$ cat config.mk
export PLATFORM = sky130hd
export DESIGN_NAME = mcx_core
export DESIGN_NICKNAME = d
export VERILOG_FILES = /design/src/design/mcx_pkg.sv /design/src/design/mcx_alu_if.sv /design/src/design/mcx_alu.sv /design/src/design/mcx_wdt.sv /design/src/design/mcx_core.sv
export SDC_FILE = /design/constraint.sdc
export NUM_CORES = 1
export LEC_CHECK = 0
export BUFFER_PORTS_ARGS = -buffer_cell sky130_fd_sc_hd__buf_2
export CORE_MARGIN = 8
export CORE_UTILIZATION = 45
export DETAILED_ROUTE_END_ITERATION = 10
export PLACE_DENSITY_LB_ADDON = 0.25
export SLEW_MARGIN = 20
export SYNTH_ARGS = -nofsm -noshare
export SYNTH_HDL_FRONTEND = slang
export SYNTH_HIERARCHICAL = 1
export SYNTH_SLANG_ARGS = --single-unit
$ cat constraint.sdc
create_clock -name clk -period 11.31 [get_ports clk]
set_input_delay 1.6965 -clock clk [delete_from_list [all_inputs] [get_ports clk]]
set_output_delay 1.6965 -clock clk [all_outputs]
set_load 0.02 [all_outputs]
$ cat src/design/mcx_pkg.sv
`default_nettype none
package mcx_pkg;
  // one instruction cycle is four system clocks (20 MHz clk, 200 ns cycle)
  localparam int unsigned CLKS_PER_CYC = 4;
  // byte addresses on the register bus
  localparam logic [8:0] A_INSTR  = 9'h000;
  localparam logic [8:0] A_STATUS = 9'h004;
  localparam logic [8:0] A_WREG   = 9'h008;
  localparam logic [8:0] A_TBLHI  = 9'h00C;
  localparam logic [8:0] A_PC     = 9'h010;
  localparam logic [8:0] A_WDCNT  = 9'h014;
  localparam logic [8:0] A_TWORD  = 9'h018;
  localparam logic [8:0] A_DMEM   = 9'h100;
  // instruction word fields
  localparam int unsigned F_OP   = 0;
  localparam int unsigned F_MADR = 8;
  localparam int unsigned F_IMM  = 16;
  localparam int unsigned F_BIT  = 24;
  localparam int unsigned F_JADR = 16;
  localparam int unsigned F_DSTM = 27;
  localparam int unsigned F_USEI = 28;
  // status register bit positions
  localparam int unsigned S_CARRY = 0;
  localparam int unsigned S_HALF  = 1;
  localparam int unsigned S_NULL  = 2;
  localparam int unsigned S_WRAP  = 3;
  localparam int unsigned S_SLEEP = 4;
  localparam int unsigned S_EXPD  = 5;
  localparam int unsigned S_BUSY  = 6;
  localparam int unsigned S_HALT  = 7;
  localparam int unsigned S_SKIP  = 8;
  // data memory byte that aliases the low program counter
  localparam logic [5:0] PCLOW_ADDR = 6'h06;
  localparam logic [9:0] PC_RST     = 10'h000;
  localparam logic [1:0] DIV_LAST   = 2'(CLKS_PER_CYC - 1);
  typedef enum logic [5:0] {
    OP_NOP, OP_ADD, OP_ADC, OP_SUB, OP_SBC, OP_DECADJ,
    OP_AND, OP_OR, OP_XOR, OP_CPL, OP_INC, OP_DEC,
    OP_RR, OP_RL, OP_RRC, OP_RLC, OP_MOVA, OP_MOVM, OP_MOVI,
    OP_CLRB, OP_SETB, OP_JMP, OP_TSTSKIP, OP_TSTCOPY, OP_BZSKIP,
    OP_BNZSKIP, OP_INCSKIP, OP_DECSKIP, OP_CALL, OP_RET, OP_IRET,
    OP_RETI8, OP_TRD_CUR, OP_TRD_LAST, OP_CLRM, OP_SETM,
    OP_WDCLR, OP_WDPRE1, OP_WDPRE2, OP_SWAP, OP_HALT
  } mcx_op_t;
endpackage
`default_nettype wire

$ cat src/design/mcx_alu_if.sv
`default_nettype none
interface mcx_alu_if;
  import mcx_pkg::*;
  mcx_op_t    op;
  logic [7:0] acc;
  logic [7:0] opd;
  logic [2:0] bidx;
  logic       cin;
  logic       hbin;
  logic [7:0] res;
  logic       cout;
  logic       hbout;
  logic       wrapout;
  modport core (output op, acc, opd, bidx, cin, hbin, input res, cout, hbout, wrapout);
  modport alu  (input op, acc, opd, bidx, cin, hbin, output res, cout, hbout, wrapout);
endinterface
`default_nettype wire

$ cat src/design/mcx_alu.sv
`default_nettype none
module mcx_alu (
  mcx_alu_if.alu a
);
  import mcx_pkg::*;
  wire        sub_w = (a.op == OP_SUB) || (a.op == OP_SBC);
  wire [7:0]  b_w   = sub_w ? ~a.opd : a.opd;
  wire        ci_w  = (a.op == OP_ADD) ? 1'b0 : (a.op == OP_SUB) ? 1'b1 : a.cin;
  wire [8:0]  sum_w = {1'b0, a.acc} + {1'b0, b_w} + {8'h00, ci_w};
  wire [4:0]  half_w = {1'b0, a.acc[3:0]} + {1'b0, b_w[3:0]} + {4'h0, ci_w};
  // decimal adjust: low nibble first, its carry feeds the high nibble test
  wire        lo_adj = (a.acc[3:0] > 4'h9) || a.hbin;
  wire [8:0]  t_w    = {1'b0, a.acc} + (lo_adj ? 9'h006 : 9'h000);
  wire        hi_adj = (t_w[7:4] > 4'h9) || a.cin || t_w[8];
  wire [8:0]  d_w    = {1'b0, t_w[7:0]} + (hi_adj ? 9'h060 : 9'h000);
  wire [7:0]  bmask  = 8'h01 << a.bidx;
  always_comb begin
    a.res     = a.opd;
    a.cout    = a.cin;
    a.hbout   = a.hbin;
    a.wrapout = 1'b0;
    case (a.op)
      OP_ADD, OP_ADC, OP_SUB, OP_SBC: begin
        a.res     = sum_w[7:0];
        a.cout    = sum_w[8];
        a.hbout   = half_w[4];
        a.wrapout = (a.acc[7] == b_w[7]) && (sum_w[7] != a.acc[7]);
      end
      OP_DECADJ: begin
        a.res  = d_w[7:0];
        a.cout = a.cin | t_w[8] | d_w[8];
      end
      OP_AND:                 a.res = a.acc & a.opd;
      OP_OR:                  a.res = a.acc | a.opd;
      OP_XOR:                 a.res = a.acc ^ a.opd;
      OP_CPL:                 a.res = ~a.opd;
      OP_INC, OP_INCSKIP:     a.res = a.opd + 8'h01;
      OP_DEC, OP_DECSKIP:     a.res = a.opd - 8'h01;
      OP_RR:                  a.res = {a.opd[0], a.opd[7:1]};
      OP_RL:                  a.res = {a.opd[6:0], a.opd[7]};
      OP_RRC: begin
        a.res  = {a.cin, a.opd[7:1]};
        a.cout = a.opd[0];
      end
      OP_RLC: begin
        a.res  = {a.opd[6:0], a.cin};
        a.cout = a.opd[7];
      end
      OP_SWAP:                a.res = {a.opd[3:0], a.opd[7:4]};
      OP_CLRB:                a.res = a.opd & ~bmask;
      OP_SETB:                a.res = a.opd | bmask;
      OP_CLRM:                a.res = 8'h00;
      OP_SETM:                a.res = 8'hFF;
      OP_MOVM:                a.res = a.acc;
      default:                a.res = a.opd;
    endcase
  end
endmodule
`default_nettype wire

$ cat src/design/mcx_wdt.sv
`default_nettype none
module mcx_wdt #(
  parameter int unsigned PRE_W = 8,
  parameter int unsigned CNT_W = 8
) (
  input  wire logic             clk,
  input  wire logic             rst_n,
  input  wire logic             tick,
  input  wire logic             clr,
  output logic [CNT_W-1:0]      cnt_q,
  output logic                  ovf
);
  logic [PRE_W-1:0] pre_q;
  wire pre_full = &pre_q;
  // raw overflow, even with a clear in the same tick, so the flag logic lets the set win
  assign ovf = tick && pre_full && (&cnt_q);
  always_ff @(posedge clk or negedge rst_n) begin
    if (!rst_n) begin
      pre_q <= '0;
      cnt_q <= '0;
    end else if (clr) begin
      pre_q <= '0;
      cnt_q <= '0;
    end else if (tick) begin
      pre_q <= pre_q + 1'b1;
      if (pre_full) begin
        cnt_q <= cnt_q + 1'b1;
      end
    end
  end
endmodule
`default_nettype wire

$ cat src/design/mcx_core.sv
// Overview of operation
// - additions take one cycle, update null, carry, half-borrow, signed-wrap flags
// - subtractions, borrow-in forms too, take one cycle, update the same four flags
// - decimal adjust writes adjusted working register to memory, one cycle, carry only
// - and, or, xor take one cycle and change only the null flag
// - complement to memory or working register, one cycle, null flag only
// - increment and decrement take one cycle, null flag only
// - plain rotates take one cycle and leave all flags alone
// - rotates through carry form a nine-bit ring, one cycle, carry only
// - moves between memory, working register or immediate, one cycle, no flags
// - immediate operands are eight bits wide
// - bit clear and set address bit 0 to 7, one cycle, no flags
// - jump, call, return, return-with-immediate, interrupt return take two cycles
// - skips test byte null or a bit; the copy form loads working register
// - a taken skip adds one instruction cycle of four clocks
// - writing the low program counter adds one instruction cycle
// - increment/decrement-and-skip to the low program counter get both extra cycles when the result is zero
// - table reads store low byte to memory, upper bits to table high, two cycles
// - nibble swap to memory or working register, one cycle, no flags
// - completed preclear pair clears watchdog, sets expired flag, clears sleep flag
// - a lone preclear leaves expired and sleep flags untouched
// - halt takes one cycle, halts the core, updates expired and sleep flags
// - watchdog clear zeroes counter and prescaler, clears sleep flag, clears expired flag unless a timeout lands in that cycle
//
// The Wishbone interface to the registers and the placing of the registers were chosen for this implementation.
`default_nettype none
module mcx_core #(
  parameter int unsigned STK_DEPTH = 4,
  parameter int unsigned DM_WORDS  = 64
) (
  input  wire logic        clk,
  input  wire logic        rst_n,
  input  wire logic        wb_cyc_i,
  input  wire logic        wb_stb_i,
  input  wire logic        wb_we_i,
  input  wire logic [8:0]  wb_adr_i,
  input  wire logic [3:0]  wb_sel_i,
  input  wire logic [31:0] wb_dat_i,
  output logic      [31:0] wb_dat_o,
  output logic             wb_ack_o,
  output logic             busy_q,
  output logic             halted_q
);
  import mcx_pkg::*;

  logic [7:0]  dmem [DM_WORDS];
  logic [9:0]  stk_q [STK_DEPTH];
  logic [1:0]  sp_q;
  logic [9:0]  pc_q;
  logic [7:0]  working_register_q;
  logic [5:0]  table_high_byte_q;
  logic [13:0] tword_q;
  logic        carry_q;
  logic        half_borrow_q;
  logic        null_q;
  logic        signed_wrap_q;
  logic        sleep_entered_q;
  logic        watchdog_expired_q;
  logic        skip_q;
  logic        pre1_q;
  logic        pre2_q;
  logic [1:0]  div_q;
  logic [1:0]  cnt_q;
  logic [31:0] dat_q;
  logic [7:0]  wd_cnt;
  logic        wd_ovf;

  // bus decode; a write lands on the edge where the master sees ack
  wire         bus_req = wb_cyc_i & wb_stb_i;
  wire         wr_go   = bus_req & wb_we_i & wb_ack_o;
  wire [31:0]  wmask;
  for (genvar g = 0; g < 4; g++) begin : g_lane
    assign wmask[8*g +: 8] = {8{wb_sel_i[g]}};
  end
  wire [31:0]  wdat    = wb_dat_i & wmask;
  wire         sel_ins = wb_adr_i == A_INSTR;
  wire         sel_st  = wb_adr_i == A_STATUS;
  wire         sel_wr  = wb_adr_i == A_WREG;
  wire         sel_tw  = wb_adr_i == A_TWORD;
  wire         sel_dm  = wb_adr_i[8] == A_DMEM[8];
  wire [5:0]   dm_idx  = wb_adr_i[7:2];
  // instructions offered while busy or halted are dropped
  wire         issue   = wr_go & sel_ins & ~busy_q & ~halted_q;

  // instruction fields
  wire mcx_op_t op_w   = mcx_op_t'(wdat[F_OP +: 6]);
  wire [5:0]   madr_w  = wdat[F_MADR +: 6];
  wire [7:0]   imm_w   = wdat[F_IMM +: 8];
  wire [2:0]   bidx_w  = wdat[F_BIT +: 3];
  wire [9:0]   jadr_w  = wdat[F_JADR +: 10];
  wire         dstm_w  = wdat[F_DSTM];
  wire         imm_sel = wdat[F_USEI] | (op_w == OP_MOVI) | (op_w == OP_RETI8);
  // the low program counter is visible as a data byte
  wire [7:0]   mem_rd  = (madr_w == PCLOW_ADDR) ? pc_q[7:0] : dmem[madr_w];

  mcx_alu_if ai ();
  assign ai.op   = op_w;
  assign ai.acc  = working_register_q;
  assign ai.opd  = imm_sel ? imm_w : mem_rd;
  assign ai.bidx = bidx_w;
  assign ai.cin  = carry_q;
  assign ai.hbin = half_borrow_q;
  mcx_alu u_alu (
    .a (ai.alu)
  );

  // flag classes
  wire is_arith = op_w inside {OP_ADD, OP_ADC, OP_SUB, OP_SBC};
  wire is_zonly = op_w inside {OP_AND, OP_OR, OP_XOR, OP_CPL, OP_INC, OP_DEC};
  wire is_crot  = op_w inside {OP_RRC, OP_RLC};
  wire is_dsel  = op_w inside {OP_ADD, OP_ADC, OP_SUB, OP_SBC, OP_AND, OP_OR, OP_XOR, OP_CPL,
                               OP_INC, OP_DEC, OP_RR, OP_RL, OP_RRC, OP_RLC, OP_SWAP,
                               OP_INCSKIP, OP_DECSKIP};
  wire is_mem   = op_w inside {OP_DECADJ, OP_MOVM, OP_CLRB, OP_SETB, OP_CLRM, OP_SETM};
  wire is_tab   = op_w inside {OP_TRD_CUR, OP_TRD_LAST};
  wire is_two   = op_w inside {OP_JMP, OP_CALL, OP_RET, OP_RETI8, OP_IRET, OP_TRD_CUR, OP_TRD_LAST};
  wire is_ret   = op_w inside {OP_RET, OP_RETI8, OP_IRET};
  wire wr_mem_w = is_mem | is_tab | (is_dsel & dstm_w & ~imm_sel);
  wire wr_acc_w = (is_dsel & ~wr_mem_w) | (op_w inside {OP_MOVA, OP_MOVI, OP_TSTCOPY, OP_RETI8});
  wire [7:0] wval_w = is_tab ? tword_q[7:0] : ai.res;
  wire pcl_w    = wr_mem_w & (madr_w == PCLOW_ADDR);
  wire skip_w   = ((op_w inside {OP_TSTSKIP, OP_TSTCOPY}) & (mem_rd == 8'h00))
                | ((op_w == OP_BZSKIP) & ~mem_rd[bidx_w])
                | ((op_w == OP_BNZSKIP) & mem_rd[bidx_w])
                | ((op_w inside {OP_INCSKIP, OP_DECSKIP}) & (ai.res == 8'h00));
  // base count plus the two independent penalties
  wire [1:0] ncyc_w = (is_two ? 2'd2 : 2'd1) + {1'b0, pcl_w} + {1'b0, skip_w};
  wire pair_hit = ((op_w == OP_WDPRE1) & pre2_q) | ((op_w == OP_WDPRE2) & pre1_q);
  wire wd_clr   = issue & ((op_w inside {OP_WDCLR, OP_HALT}) | pair_hit);
  wire cyc_en   = div_q == DIV_LAST;

  // next program counter
  wire [9:0] pc_inc = pc_q + 10'd1;
  wire [9:0] stk_top = stk_q[2'(sp_q - 2'd1)];
  wire [9:0] pc_nxt = (op_w inside {OP_JMP, OP_CALL}) ? jadr_w
                    : is_ret  ? stk_top
                    : pcl_w   ? {pc_q[9:8], wval_w}
                    : skip_w  ? pc_q + 10'd2
                    : pc_inc;

  mcx_wdt u_wdt (
    .clk   (clk),
    .rst_n (rst_n),
    .tick  (cyc_en),
    .clr   (wd_clr),
    .cnt_q (wd_cnt),
    .ovf   (wd_ovf)
  );

  // read mux
  wire [31:0] status_w = {23'h0, skip_q, halted_q, busy_q, watchdog_expired_q, sleep_entered_q,
                          signed_wrap_q, null_q, half_borrow_q, carry_q};
  wire [31:0] rd_w = sel_st ? status_w
                   : sel_wr ? {24'h0, working_register_q}
                   : (wb_adr_i == A_TBLHI) ? {26'h0, table_high_byte_q}
                   : (wb_adr_i == A_PC)    ? {22'h0, pc_q}
                   : (wb_adr_i == A_WDCNT) ? {24'h0, wd_cnt}
                   : sel_tw ? {18'h0, tword_q}
                   : sel_dm ? {24'h0, dmem[dm_idx]}
                   : 32'h0000_0000;

  always_ff @(posedge clk or negedge rst_n) begin
    if (!rst_n) begin
      wb_ack_o <= 1'b0;
      dat_q    <= 32'h0000_0000;
    end else begin
      wb_ack_o <= bus_req & ~wb_ack_o;
      dat_q    <= rd_w;
    end
  end
  assign wb_dat_o = dat_q;

  // instruction-cycle divider restarts with every issue so timing is exact
  always_ff @(posedge clk or negedge rst_n) begin
    if (!rst_n) begin
      div_q  <= 2'd0;
      busy_q <= 1'b0;
      cnt_q  <= 2'd0;
    end else if (issue) begin
      div_q  <= 2'd0;
      busy_q <= 1'b1;
      cnt_q  <= ncyc_w;
    end else begin
      div_q <= div_q + 2'd1;
      if (busy_q && cyc_en) begin
        cnt_q <= cnt_q - 2'd1;
        busy_q <= cnt_q != 2'd1;
      end
    end
  end

  // arithmetic flags
  always_ff @(posedge clk or negedge rst_n) begin
    if (!rst_n) begin
      carry_q       <= 1'b0;
      half_borrow_q <= 1'b0;
      null_q        <= 1'b0;
      signed_wrap_q <= 1'b0;
      skip_q        <= 1'b0;
    end else if (issue) begin
      skip_q <= skip_w;
      if (is_arith | is_crot | (op_w == OP_DECADJ)) begin
        carry_q <= ai.cout;
      end
      if (is_arith) begin
        half_borrow_q <= ai.hbout;
        signed_wrap_q <= ai.wrapout;
      end
      if (is_arith | is_zonly) begin
        null_q <= ai.res == 8'h00;
      end
    end
  end

  // watchdog flags; a timeout in the same cycle as a clear still sets expired
  always_ff @(posedge clk or negedge rst_n) begin
    if (!rst_n) begin
      watchdog_expired_q <= 1'b0;
      sleep_entered_q    <= 1'b0;
      pre1_q             <= 1'b0;
      pre2_q             <= 1'b0;
      halted_q           <= 1'b0;
    end else begin
      if (issue && (op_w == OP_WDCLR)) begin
        watchdog_expired_q <= wd_ovf;
        sleep_entered_q    <= 1'b0;
      end else if (issue && pair_hit) begin
        watchdog_expired_q <= 1'b1;
        sleep_entered_q    <= 1'b0;
      end else if (issue && (op_w == OP_HALT)) begin
        watchdog_expired_q <= wd_ovf;
        sleep_entered_q    <= 1'b1;
      end else if (wd_ovf) begin
        watchdog_expired_q <= 1'b1;
      end
      if (issue && (op_w inside {OP_WDPRE1, OP_WDPRE2, OP_WDCLR})) begin
        pre1_q <= (op_w == OP_WDPRE1) & ~pair_hit;
        pre2_q <= (op_w == OP_WDPRE2) & ~pair_hit;
      end
      if (issue && (op_w == OP_HALT)) begin
        halted_q <= 1'b1;
      end else if (wd_ovf || (wr_go && sel_st && wdat[S_HALT])) begin
        halted_q <= 1'b0;
      end
    end
  end

  // program counter, stack and working register
  always_ff @(posedge clk or negedge rst_n) begin
    if (!rst_n) begin
      pc_q               <= PC_RST;
      sp_q               <= 2'd0;
      working_register_q <= 8'h00;
      table_high_byte_q  <= 6'h00;
      tword_q            <= 14'h0000;
    end else if (issue) begin
      pc_q <= pc_nxt;
      if (op_w == OP_CALL) begin
        sp_q <= sp_q + 2'd1;
      end else if (is_ret) begin
        sp_q <= sp_q - 2'd1;
      end
      if (wr_acc_w) begin
        working_register_q <= ai.res;
      end
      if (is_tab) begin
        table_high_byte_q <= tword_q[13:8];
      end
    end else begin
      if (wr_go && sel_wr) begin
        working_register_q <= wdat[7:0];
      end
      if (wr_go && sel_tw) begin
        tword_q <= wdat[13:0];
      end
    end
  end

  // storage without reset: contents are undefined until written
  always_ff @(posedge clk) begin
    if (issue && (op_w == OP_CALL)) begin
      stk_q[sp_q] <= pc_inc;
    end
    if (issue && wr_mem_w && !pcl_w) begin
      dmem[madr_w] <= wval_w;
    end else if (wr_go && sel_dm) begin
      dmem[dm_idx] <= wdat[7:0];
    end
  end

  // helper: clocks spent busy per instruction
  logic [3:0] run_q;
  logic [1:0] nlat_q;
  always_ff @(posedge clk or negedge rst_n) begin
    if (!rst_n) begin
      run_q  <= 4'd0;
      nlat_q <= 2'd0;
    end else if (issue) begin
      run_q  <= 4'd0;
      nlat_q <= ncyc_w;
    end else if (busy_q) begin
      run_q <= run_q + 4'd1;
    end
  end
endmodule
`default_nettype wire

---- Word-level counts from Yosys, hierarchy flattened ----
Memories as Yosys holds them, arrays and structs flattened.
Index checks and enable logic that the tools add are counted.
word-level totals
  bits in registers ....................... 86
  RAM bits ................................ 552
  memories kept ........................... 2
  ROM bits ................................ 0
  latch bits .............................. 0
  word-level logic and storage cells ...... 274
  output and inout bits ................... 35
  input port bits ......................... 50
cells by class
  $add $sub $neg .......................... 18
  mux-type cells .......................... 59
  order comparisons ....................... 3
  equal/unequal tests ..................... 53
  shifts and indexed selects .............. 1
  bitwise operators ....................... 51
  $mul .................................... 0
  div/mod/pow operators ................... 0
  reductions and logical operators ........ 64
memories
  memory  words  bits a word  rd ports  clocked after Yosys merged registers in  write ports  line            source
  dmem    64     8            2         0                                        1            mcx_core.sv:46  logic [7:0] dmem [DM_WORDS];
  stk_q   4      10           1         0                                        1            mcx_core.sv:47  logic [9:0] stk_q [STK_DEPTH];
operators with widths
  kind                                            number
  case mux 8 bit (18 select lines)                1
  2-to-1 mux 8 bit                                14
  == test 6 x 5 -> 1 bit (second input constant)  16
  2-to-1 mux 14 bit                               6
  == test 6 bit (second input constant)           9
  == test 6 x 4 -> 1 bit (second input constant)  8
  2-to-1 mux 10 bit                               4
  == test 6 x 3 -> 1 bit (second input constant)  5
  bitwise AND 29 bit                              1
  == test 9 x 5 -> 1 bit (second input constant)  3
  adder 8 x 1 -> 8 bit (second input constant)    3
  nonzero test 2 bit                              12
  2-to-1 mux 1 bit                                23
  bitwise AND 1 bit                               20
  adder 8 x 9 -> 9 bit                            2
  == test 9 x 4 -> 1 bit (second input constant)  2
  nonzero test 17 bit                             1
  bitwise AND 8 bit                               2
  logical AND 1 bit                               16
  logical NOT 8 bit                               2
  inverter 8 bit                                  2
  OR 8 bit                                        2
  AND reduction 2 bit                             8
  AND reduction 8 bit                             2
  41 further kinds                                85

---- Logic depth before layout (Yosys ltp) ----
Gate-level depths: netlist of the first run.
  depth after elaboration ................. 17
  mapped depth ............................ 33
  gate-level depth less buffers ........... 27

---- Modules after synthesis ----
Netlist of the first run, hierarchy kept.
by module, submodules not included
  module    seq. area each (sq um)  times used  area an instance (sq um)  cells an instance
  mcx_core  18,327.6                1           31,131.1                  2,179
  mcx_alu   0.0                     1           2,541.2                   366
  mcx_wdt   400.4                   1           865.8                     89

---- Worst setup path before layout of the first run ----
OpenSTA, ideal clock, no wires.
  path kind ............................... input port to flip-flop
  start ................................... in wb_dat_i[8]
  end ..................................... mem dmem[0][6] (data pin)
  path slack .............................. 3,625 ps
  setup time .............................. 548 ps
  data required time ...................... 10,762 ps
  arrival time ............................ 7,136 ps
  cell stages on the path ................. 22
  buffers on the path ..................... 3
  path through ............................ buf_6 > o21ai_2 > clkbuf_1 > a22oi_1 > a211oi_1 > nor4_1 > o2111ai_1 > o21ai_0 > mux2i_1 > clkbuf_1 > xnor2_1 > fa_1 > inv_1 > fa_1 > a21o_1 > a21oi_1 > o21ai_0 > xnor2_1 > nor2_1 > o41a_1 > mux2i_1 > a21oi_1
between the ends
  cells in the longest elaborated chain, start to end .. 11
  elaborated cells on any way between the ends .. 25
  those cells by class .................... add/sub: 4; eq/ne: 1; mux: 8; bitwise: 8; reduce/logical: 3; memory: 1
ends and longest elaborated chain
  item                                                                line              source
  start: declaration                                                  mcx_core.sv:38    input wire logic [31:0] wb_dat_i,
  bitwise AND 29 bit *                                                mcx_core.sv:75    wire [31:0] wdat = wb_dat_i & wmask;
  memory read (64 x 8 bit) or == test 6 x 3 -> 1 bit (tied branches)  --
  2-to-1 mux 8 bit *                                                  mcx_core.sv:94    wire [7:0] mem_rd = (madr_w == PCLOW_ADDR) ? pc_q[7:0] : dmem[madr_w];
  2-to-1 mux 8 bit *                                                  mcx_core.sv:99    assign ai.opd = imm_sel ? imm_w : mem_rd;
  named net ai.opd[0]                                                 mcx_alu_if.sv:6   logic [7:0] opd;
  inverter 8 bit                                                      mcx_alu.sv:7      wire [7:0] b_w = sub_w ? ~a.opd : a.opd;
  2-to-1 mux 8 bit                                                    mcx_alu.sv:7
  adder 8 x 8 -> 9 bit                                                mcx_alu.sv:9      wire [8:0] sum_w = {1'b0, a.acc} + {1'b0, b_w} + {8'h00, ci_w};
  adder 9 x 1 -> 9 bit                                                mcx_alu.sv:9
  case mux 8 bit (18 select lines) *                                  mcx_alu.sv:22     case (a.op)
  named net ai.res[6]                                                 mcx_alu_if.sv:10  logic [7:0] res;
  2-to-1 mux 8 bit *                                                  mcx_core.sv:120   wire [7:0] wval_w = is_tab ? tword_q[7:0] : ai.res;
  2-to-1 mux 8 bit (no source line) *                                 --
  end: declaration                                                    mcx_core.sv:46
The timed path passes the listed nets; every way through them passes the cells marked *.

==> results of run 1 <==
worst paths after layout:
kind                                  startpoint                endpoint  slack [ns]  cells after the start
hold reg to reg               div_q[0]$_DFF_PN0_      div_q[0]$_DFF_PN0_        0.44                      1
setup / recovery                     wb_sel_i[1]    cnt_q[1]$_DFFE_PN0P_        1.87                     29
min in group asynchronous                  rst_n  wb_dat_o[10]$_DFF_PN0_        0.94                      1
max in group asynchronous                  rst_n    halted_q$_DFFE_PN0P_        9.12                      2
setup reg to reg           dmem[49][0]$_DFFE_PP_    cnt_q[1]$_DFFE_PN0P_        3.75                     27
hold / removal                div_q[0]$_DFF_PN0_      div_q[0]$_DFF_PN0_        0.44                      1
Yosys cell counts (20+ instances only):
master    number  area (sq um)
nor2b_1       28           175
o21ai_0      122           611
nand2_1      182           683
o22ai_1       40           250
and3_1        20           125
mux4_2       197          4440
edfxtp_1     552         16600
nand2b_1      20           125
nor2_1       201           754
a211oi_1      51           383
buf_1         24          90.1
clkbuf_1     102           383
buf_2         44           220
a22oi_1       23           173
mux2_2       101          1140
a21oi_1      132           661
and2_1        25           156
nor3_1        26           130
nand3_1       60           300
buf_4         32           240
xnor2_1       28           245
ha_1          27           338
nor4_1        22           138
inv_1         56           210
dfrtp_1       86          2150
mux2i_1       59           591
report_power, final:
group          switching [uW]  internal, uW
Combinational             516           218
Clock                    1000          1440
Sequential               12.6          2670
cell type report:
type | count | area (sq um) | area share
timing repair buffer | 130 | 930 | 0.0242
antenna | 5 | 12.5 | 0.000326
clock buffer | 88 | 1910 | 0.0499
clock inverter | 39 | 536 | 0.0140
sequential | 638 | 18700 | 0.488
multi-input combinational | 1744 | 14700 | 0.384
inverter | 58 | 218 | 0.00568
tap | 1030 | 1290 | 0.0336
layer usage:
layer	up-vias	wire [microns]	track usage
met5	-	22	0
met3	299	13500	0.0666
met2	1593	54500	0.421
li1	10500	-	-
met4	2	6230	0.125
met1	12600	43500	0.350
sequential cells by signal, indices dropped and copies added, names as in the netlist, 2 cells and up:
signal             flops
ai.acc                 8
cnt_q                  2
div_q                  2
dmem                 512
pc_q                  10
sp_q                   2
stk_q                 40
table_high_byte_q      6
tword_q               14
u_wdt/cnt_q            8
u_wdt/pre_q            8
wb_dat_o              14
kinds of logic after synthesis:
| group | count (synthesis) | share of synthesized area |
|---|---|---|
| and+or+nand+nor | 692 | 0.0998 |
| DFF | 638 | 0.542 |
| AOI/OAI and AO/OA | 597 | 0.117 |
| muxes | 361 | 0.180 |
| adders and majority gates | 33 | 0.0133 |
| other | 1 | 0.000109 |
| buffers and inverters | 269 | 0.0363 |
| xor gates and xnor gates | 43 | 0.0113 |
layout by cell type, fill, tap and decap left out, types with 40 or more instances in the layout:
master     count
a211oi_1      51
mux2_2       101
clkbuf_16     73
nand2_1      182
mux4_2       197
inv_1         56
edfxtp_1     552
nor2_1       199
buf_4         64
o22ai_1       40
nand3_1       60
mux2i_1       59
o21ai_0      121
buf_2         56
dfrtp_1       86
a21oi_1      124
worst reg2reg max path, cell delays in order (launching register included):
cell       delay, ns
edfxtp_1        0.38
and3_1          0.17
a211oi_1        0.31
a211oi_1        0.10
nor4_1          0.77
o2111ai_1       0.47
o21ai_0         0.25
mux2i_1         0.24
xnor2_1         0.28
fa_1            0.23
inv_1           0.06
fa_1            0.40
a21o_1          0.18
a21oi_1         0.30
o21ai_0         0.21
xnor2_1         0.16
nor2_1          0.08
o41a_1          0.49
or4_1           0.53
nor2_1          0.19
nand3_1         0.16
o21ai_1         0.24
or3_1           0.33
inv_2           0.17
fa_1            0.41
xnor2_1         0.13
nand2_1         0.07
o21ai_0         0.09
per-stage QoR:
step,util,total power (uW)
floorplan,-,3160
global placement,0.472,3440
detailed placement,0.472,3450
CTS,0.505,5870
global route,0.505,6000
finish,0.505,5860
==> results.md, run 1 <==
- Status: finished, final reports clean
- CTS tree: yes
- Setup TNS: 0 ns
- Fill count: 6530
- Number of max-cap violations: 0
- Hold Buf Count CTS: 0
- P_leak: 0.0128 uW
- Final min period: 9.44 ns
- Yosys synthesis warning count: 6
- Count of different cell masters after synthesis: 107
- Remaining antenna violation count: 0
- Asr flop ratio synth: 0.135
- Sequential area share after synthesis: 0.542
- Pre-antenna DRT Iters: 6
- Placed insts: 3600
- Final Cell Area: roughly 0.038 sq mm
- RSZ-0062 raised after global routing: false
- Setup CP Type: in2reg
- Post-synth EDFFs: 552
- Worst-case clock buffer depth: 3
- Critical path buffers and inverters: 4
- Yosys reg bits: 638
- Slowest library cell on the worst path: and2_1
- # IOs: 85
- DP Area: approximately 0.036 sq mm
- Pre-CTS setup slack: 1.44 ns
- Worst-Margin Slew: 1.11 ns
- Vias: 25000
- Peak VDD IR: 0.124 mV
- Power per standard cell area: 153 mW/mm^2
- Primary FF master, synth: edfxtp_1
- Post-CTS Setup Inserts: 0
- Worst setup EP type: flip-flop
- CTS Buf Count: 72
- Top delay family on crit path: compound AO/OA/AOI/OAI gates
- Resized cells post-CTS: 0
- Critical path arrival: 9.93 ns
- Mean Syn Cell Area: 13.1 sq um
- Overall Global Routing Usage: 0.268
- CTS Root Cell: clkbuf_16
- Clk_lat worst skew: approximately 0.65 ns
- First-pass GRT wire length: between 150000 and 200000 microns
- Layout area overhead: 11.1%
- Top fanout value on the critical path: 35
- Min Hold Slack: 0.438 ns
- H-tree depth: 3
- Fmax achieved: 106 MHz
- Starting DRC count in detailed routing: 3477
- Net count, final: 2727
- Dpl hpwl: 80800 microns
- Setup WS post-layout: 1.87 ns
- Vias/cell: 6.69
- DRC viols: 0
- Final setup violating endpoints: 0
- Core Region: approximately 0.076 sq mm
- Vias in the first global route: 24400
- Cell Area, Synth: 0.0345 sq mm
- Chip width: 293 microns
- Fin. Hold Viols: 0
- Overflow after GRT: 0
- Die Area: 0.0859 sq mm
- Initial antenna violation count: 6
- GPL Wtd Cong: around 1.0
- Die Y: between 200 and 300 microns
- Syn Inst Count: between 2000 and 3000
- Crit-path max cell delay: 0.66 ns
- Layout cell share with drive strength beyond 1: 0.212
- Starting Density: 0.455
- WL final: 118000 microns
- Largest net degree at the start of global routing: 111
- Max-slew headroom: 0.249
- Clock skew: 0.0530 ns
- Slew Limit Fails: 0
- Rows: 101
- WL/cell: 31.5 microns
- IO Port Bufs: 61
- Worst hold path class: reg2reg
- Req. time, crit path: 11.79 ns
- Worst-path clk slew: 0.06 ns
- CP startpoint kind: input pin
- Clk sinks: 638
- Tcrit/Tclk final: 0.835
- Non-filler instance count after layout: 3732
No activity file was read; power rests on OpenSTA's default activity.
==> run 2, diff against run 1 <==
--- a/config.mk
+++ b/config.mk
@@ -5,6 +5,7 @@
 export SDC_FILE = /design/constraint.sdc
 export NUM_CORES = 1
 export LEC_CHECK = 0
+export ABC_AREA = 1
 export BUFFER_PORTS_ARGS = -buffer_cell sky130_fd_sc_hd__buf_2
 export CORE_MARGIN = 8
 export CORE_UTILIZATION = 45
==> constraint.sdc (replaced) <==
create_clock -name clk -period 9.45 [get_ports clk]
set_input_delay 1.4175 -clock clk [delete_from_list [all_inputs] [get_ports clk]]
set_output_delay 1.4175 -clock clk [all_outputs]
set_load 0.02 [all_outputs]
==> run 2 against run 1 <==
Cell count rose by 39%. Critical path depth rose by 10. Power rose by 18%. Design area rose by 1.3%. Non-clock buffer count fell by 2. Via count rose by 23%. Register-to-register slack got worse by 0.11 ns. Clock power rose by 9.4%. Critical endpoint unchanged. Largest cell class unchanged.
==> results.md, run 2 <==
- Status: finished, final reports clean
- CTS tree: yes
- Critical path buffers and inverters: 9 (+5)
- GPL Wtd Cong: 0.957 (-5.0%)
- Sw frac: 0.284 (+0.0227)
- Flip-flop count of the largest register after layout: 512 (unchanged)
- Post-CTS Setup Inserts: 0 (unchanged)
- CP startpoint kind: input pin
- Top cell types by occurrence after synthesis: nand2_1, edfxtp_1, inv_1
- Yosys reg bits: 638 (unchanged)
- Power per standard cell area: 178 mW/mm^2 (+16%)
- Clock Power Share: 0.388 (-0.029)
- Die Y: 296 microns (+1.1%)
- Setup CP Type: in2reg
- Worst setup EP type: flip-flop
- XOR/XNOR share of the synthesized area: 0.00620 (-0.00511)
- Mean Syn Cell Area: 8.60 sq um (-34%)
- Compound-Gate Fraction of Synth Area: 0.138 (+0.0209)
- Final setup violating endpoints: 0 (unchanged)
- Synth Area in Adders: 0.0130 (-0.000298)
- Fin. Hold Viols: 0 (unchanged)
- Primary FF master, synth: edfxtp_1
- CTS Root Cell: clkbuf_16
- P_leak: 0.0158 uW (+23%)
- Tcrit/Tclk final: 0.826
- Chip width: 296 microns (+1.1%)
- Most frequent cells in the layout: nand2_1, edfxtp_1, inv_1
- Clk_lat worst skew: 0.65 ns (about the same)
- Worst hold path class: reg2reg
- Count of different cell masters after synthesis: 64 (-40%)
- Synth area leader: edfxtp_1
- Setup TNS: 0 ns (unchanged)
- Slew Limit Fails: 0 (unchanged)
- Top delay family on crit path: simple AND/OR/NAND/NOR gates
- Remaining antenna violation count: 0 (unchanged)
- Largest registers: dmem x512, stk_q x40
- Post-synthesis simple-gate area fraction: 0.227 (+0.127)
- Largest net degree at the start of global routing: 133 (+20%)
- Sw power: 1960 uW (+28%)
- Proportion of netlist area held by the largest area contributor: 0.469 (-0.0108)
- Resized cells post-CTS: 0 (unchanged)
- Clk sinks: 638 (unchanged)
- Largest family of logic cells by synthesized area: simple AND/OR/NAND/NOR gates
- Pre-antenna DRT Iters: 6 (unchanged)
- H-tree depth: 3 (unchanged)
- DRC viols: 0 (unchanged)
- # IOs: 85 (unchanged)
- Req. time, crit path: 9.95 ns (-1.84 ns)
- Initial antenna violation count: 5 (-1)
- Yosys synthesis warning count: 6 (unchanged)
- Worst-case clock buffer depth: 3 (unchanged)
- Vias in the first global route: 28500 (+17%)
- Asr flop ratio synth: 0.135 (unchanged)
- IO Port Bufs: 61 (unchanged)
- Layout cell share with drive strength beyond 1: 0.0762 (-0.136)
- Overall Global Routing Usage: 0.269 (about the same)
- RSZ-0062 raised after global routing: false
- Starting DRC count in detailed routing: 3698 (+6.4%)
- Most flop-heavy register: dmem
- Overflow after GRT: 0 (unchanged)
- First-pass GRT wire length: 178000 microns (+4.0%)
- Count leader, synth: nand2_1
- WL/cell: 23.2 microns (-27%)
- Comb pwr share: 0.143 (+0.018)
- Most used cell, CP: nand2_1
- Fmax achieved: 128 MHz
- Post-synth EDFFs: 552 (unchanged)
- Starting Density: 0.455 (+0.000597)
- Cell Area, Synth: 0.0353 sq mm (+2.3%)
- Crit-path max cell delay: 0.51 ns (-0.15 ns)
- Core Region: 0.0776 sq mm (+2.2%)
- Util after Layout: 0.501 (-0.00419)
- Rows: 102 (+0.99%)
- Fill count: 7335 (+12%)
- Worst-Margin Slew: 1.19 ns (+0.0840 ns)
- Vias: 30800 (+23%)
- Commonest non-fill, non-tap cell in the layout: nand2_1
- Slowest library cell on the worst path: inv_4
- WL final: 121000 microns (+2.5%)
- Sequential area share after synthesis: 0.530 (-0.0122)
- R2R Setup Slk: 3.64 ns (-0.11 ns)
- Hold Buf Count CTS: 0 (unchanged)
- Synth area leaders: edfxtp_1, nand2_1, dfrtp_1
- P_int: 4950 uW (+14%)
- Vias/cell: 5.91 (-12%)
- Dpl hpwl: 78000 microns (-3.5%)
- Critical path arrival: 8.30 ns (-1.63 ns)
- Top fanout value on the critical path: 57 (+63%)
- Clock skew: 0.0439 ns (-0.00912 ns)
- Net count, final: 4189 (+54%)
- Layout area overhead: 9.99%
- Die Area: 0.0877 sq mm (+2.2%)
- Peak VDD IR: 0.158 mV (+28%)
- CTS Buf Count: 72 (unchanged)
- Max-slew headroom: 0.195 (-0.0544)
- Post-synthesis mux area share: 0.00152 (-0.178)
- Worst-path clk slew: 0.05 ns (about the same)
- Final min period: 7.80 ns
- Number of max-cap violations: 0 (unchanged)
- Syn Inst Count: 4108 (+56%)
- Part of the power in registers: 0.469 (+0.011)
[run 2: cell count changes after synthesis, moves of 44 or more]
cell	previous run	this run
o211ai_1	19	77
nand3_1	60	384
a22oi_1	23	100
o22ai_1	40	99
o21ai_0	122	286
a211oi_1	51	2
inv_1	56	481
nand2_1	182	984
mux2_2	101	3
nand4_1	16	60
mux4_2	197	0
nor2_1	201	354
mux2i_1	59	2
[run 2: final timing paths]
check / from / endpoint / depth (start not counted)
max: wb_sel_i[1] / cnt_q[1]$_DFFE_PN0P_ / 39
min: div_q[0]$_DFF_PN0_ / div_q[0]$_DFF_PN0_ / 1
max reg2reg: dmem[38][0]$_DFFE_PP_ / cnt_q[1]$_DFFE_PN0P_ / 38
min reg2reg: div_q[0]$_DFF_PN0_ / div_q[0]$_DFF_PN0_ / 1
max in group asynchronous: rst_n / wb_dat_o[1]$_DFF_PN0_ / 2
min in group asynchronous: rst_n / sp_q[0]$_DFFE_PN0P_ / 1
[run 2: power by group through the flow]
stage	registers, uW	logic, uW	clock network [uW]
floorplan	3330	552	0
global placement	3300	948	0
detailed placement	3300	957	0
CTS	3240	959	2710
global route	3240	1050	2810
finish	3240	991	2680
[run 2: metrics by stage]
stage	area (sq um)	hold WS (ns)	total power, uW	std cells	worst slack, ns
after floorplan	35400	0.410	3890	4125	2.54
after global placement	36600	0.422	4250	5072	1.22
after detailed placement	36600	0.436	4260	5072	1.20
after CTS	38800	0.443	6910	5201	1.84
after global routing	38900	0.471	7110	5201	1.25
final	38900	0.432	6920	5205	1.65
[run 2: kinds of logic (layout without fill, tap and decap cells)]
family,count (synthesis),after routing
XOR/XNOR,25,25
adder cells (fa/ha/maj),33,33
multiplexers,5,5
buffers and inverters,723,759
other,1,22
AND/OR/NAND/NOR,1872,1872
flip-flops,638,638
AO/OA/AOI/OAI,811,811
[run 2: metal layers]
layer,track usage,share of wire,up-vias
met5,0,0.00022,-
met4,0.130,0.054,4
met3,0.0570,0.11,386
met2,0.422,0.45,1846
met1,0.353,0.39,14500
li1,-,-,14100
[run 2: layout make-up]
| cell class | count | area, sq um | share of cell area |
|---|---|---|---|
| antenna | 4 | 10.0 | 0.000258 |
| clock buffer | 94 | 1910 | 0.0493 |
| sequential | 638 | 18700 | 0.482 |
| timing repair buffer | 128 | 851 | 0.0219 |
| tap | 1040 | 1300 | 0.0335 |
| multi-input combinational | 2764 | 13900 | 0.357 |
| inverter | 502 | 1890 | 0.0487 |
| clock inverter | 35 | 300 | 0.00773 |
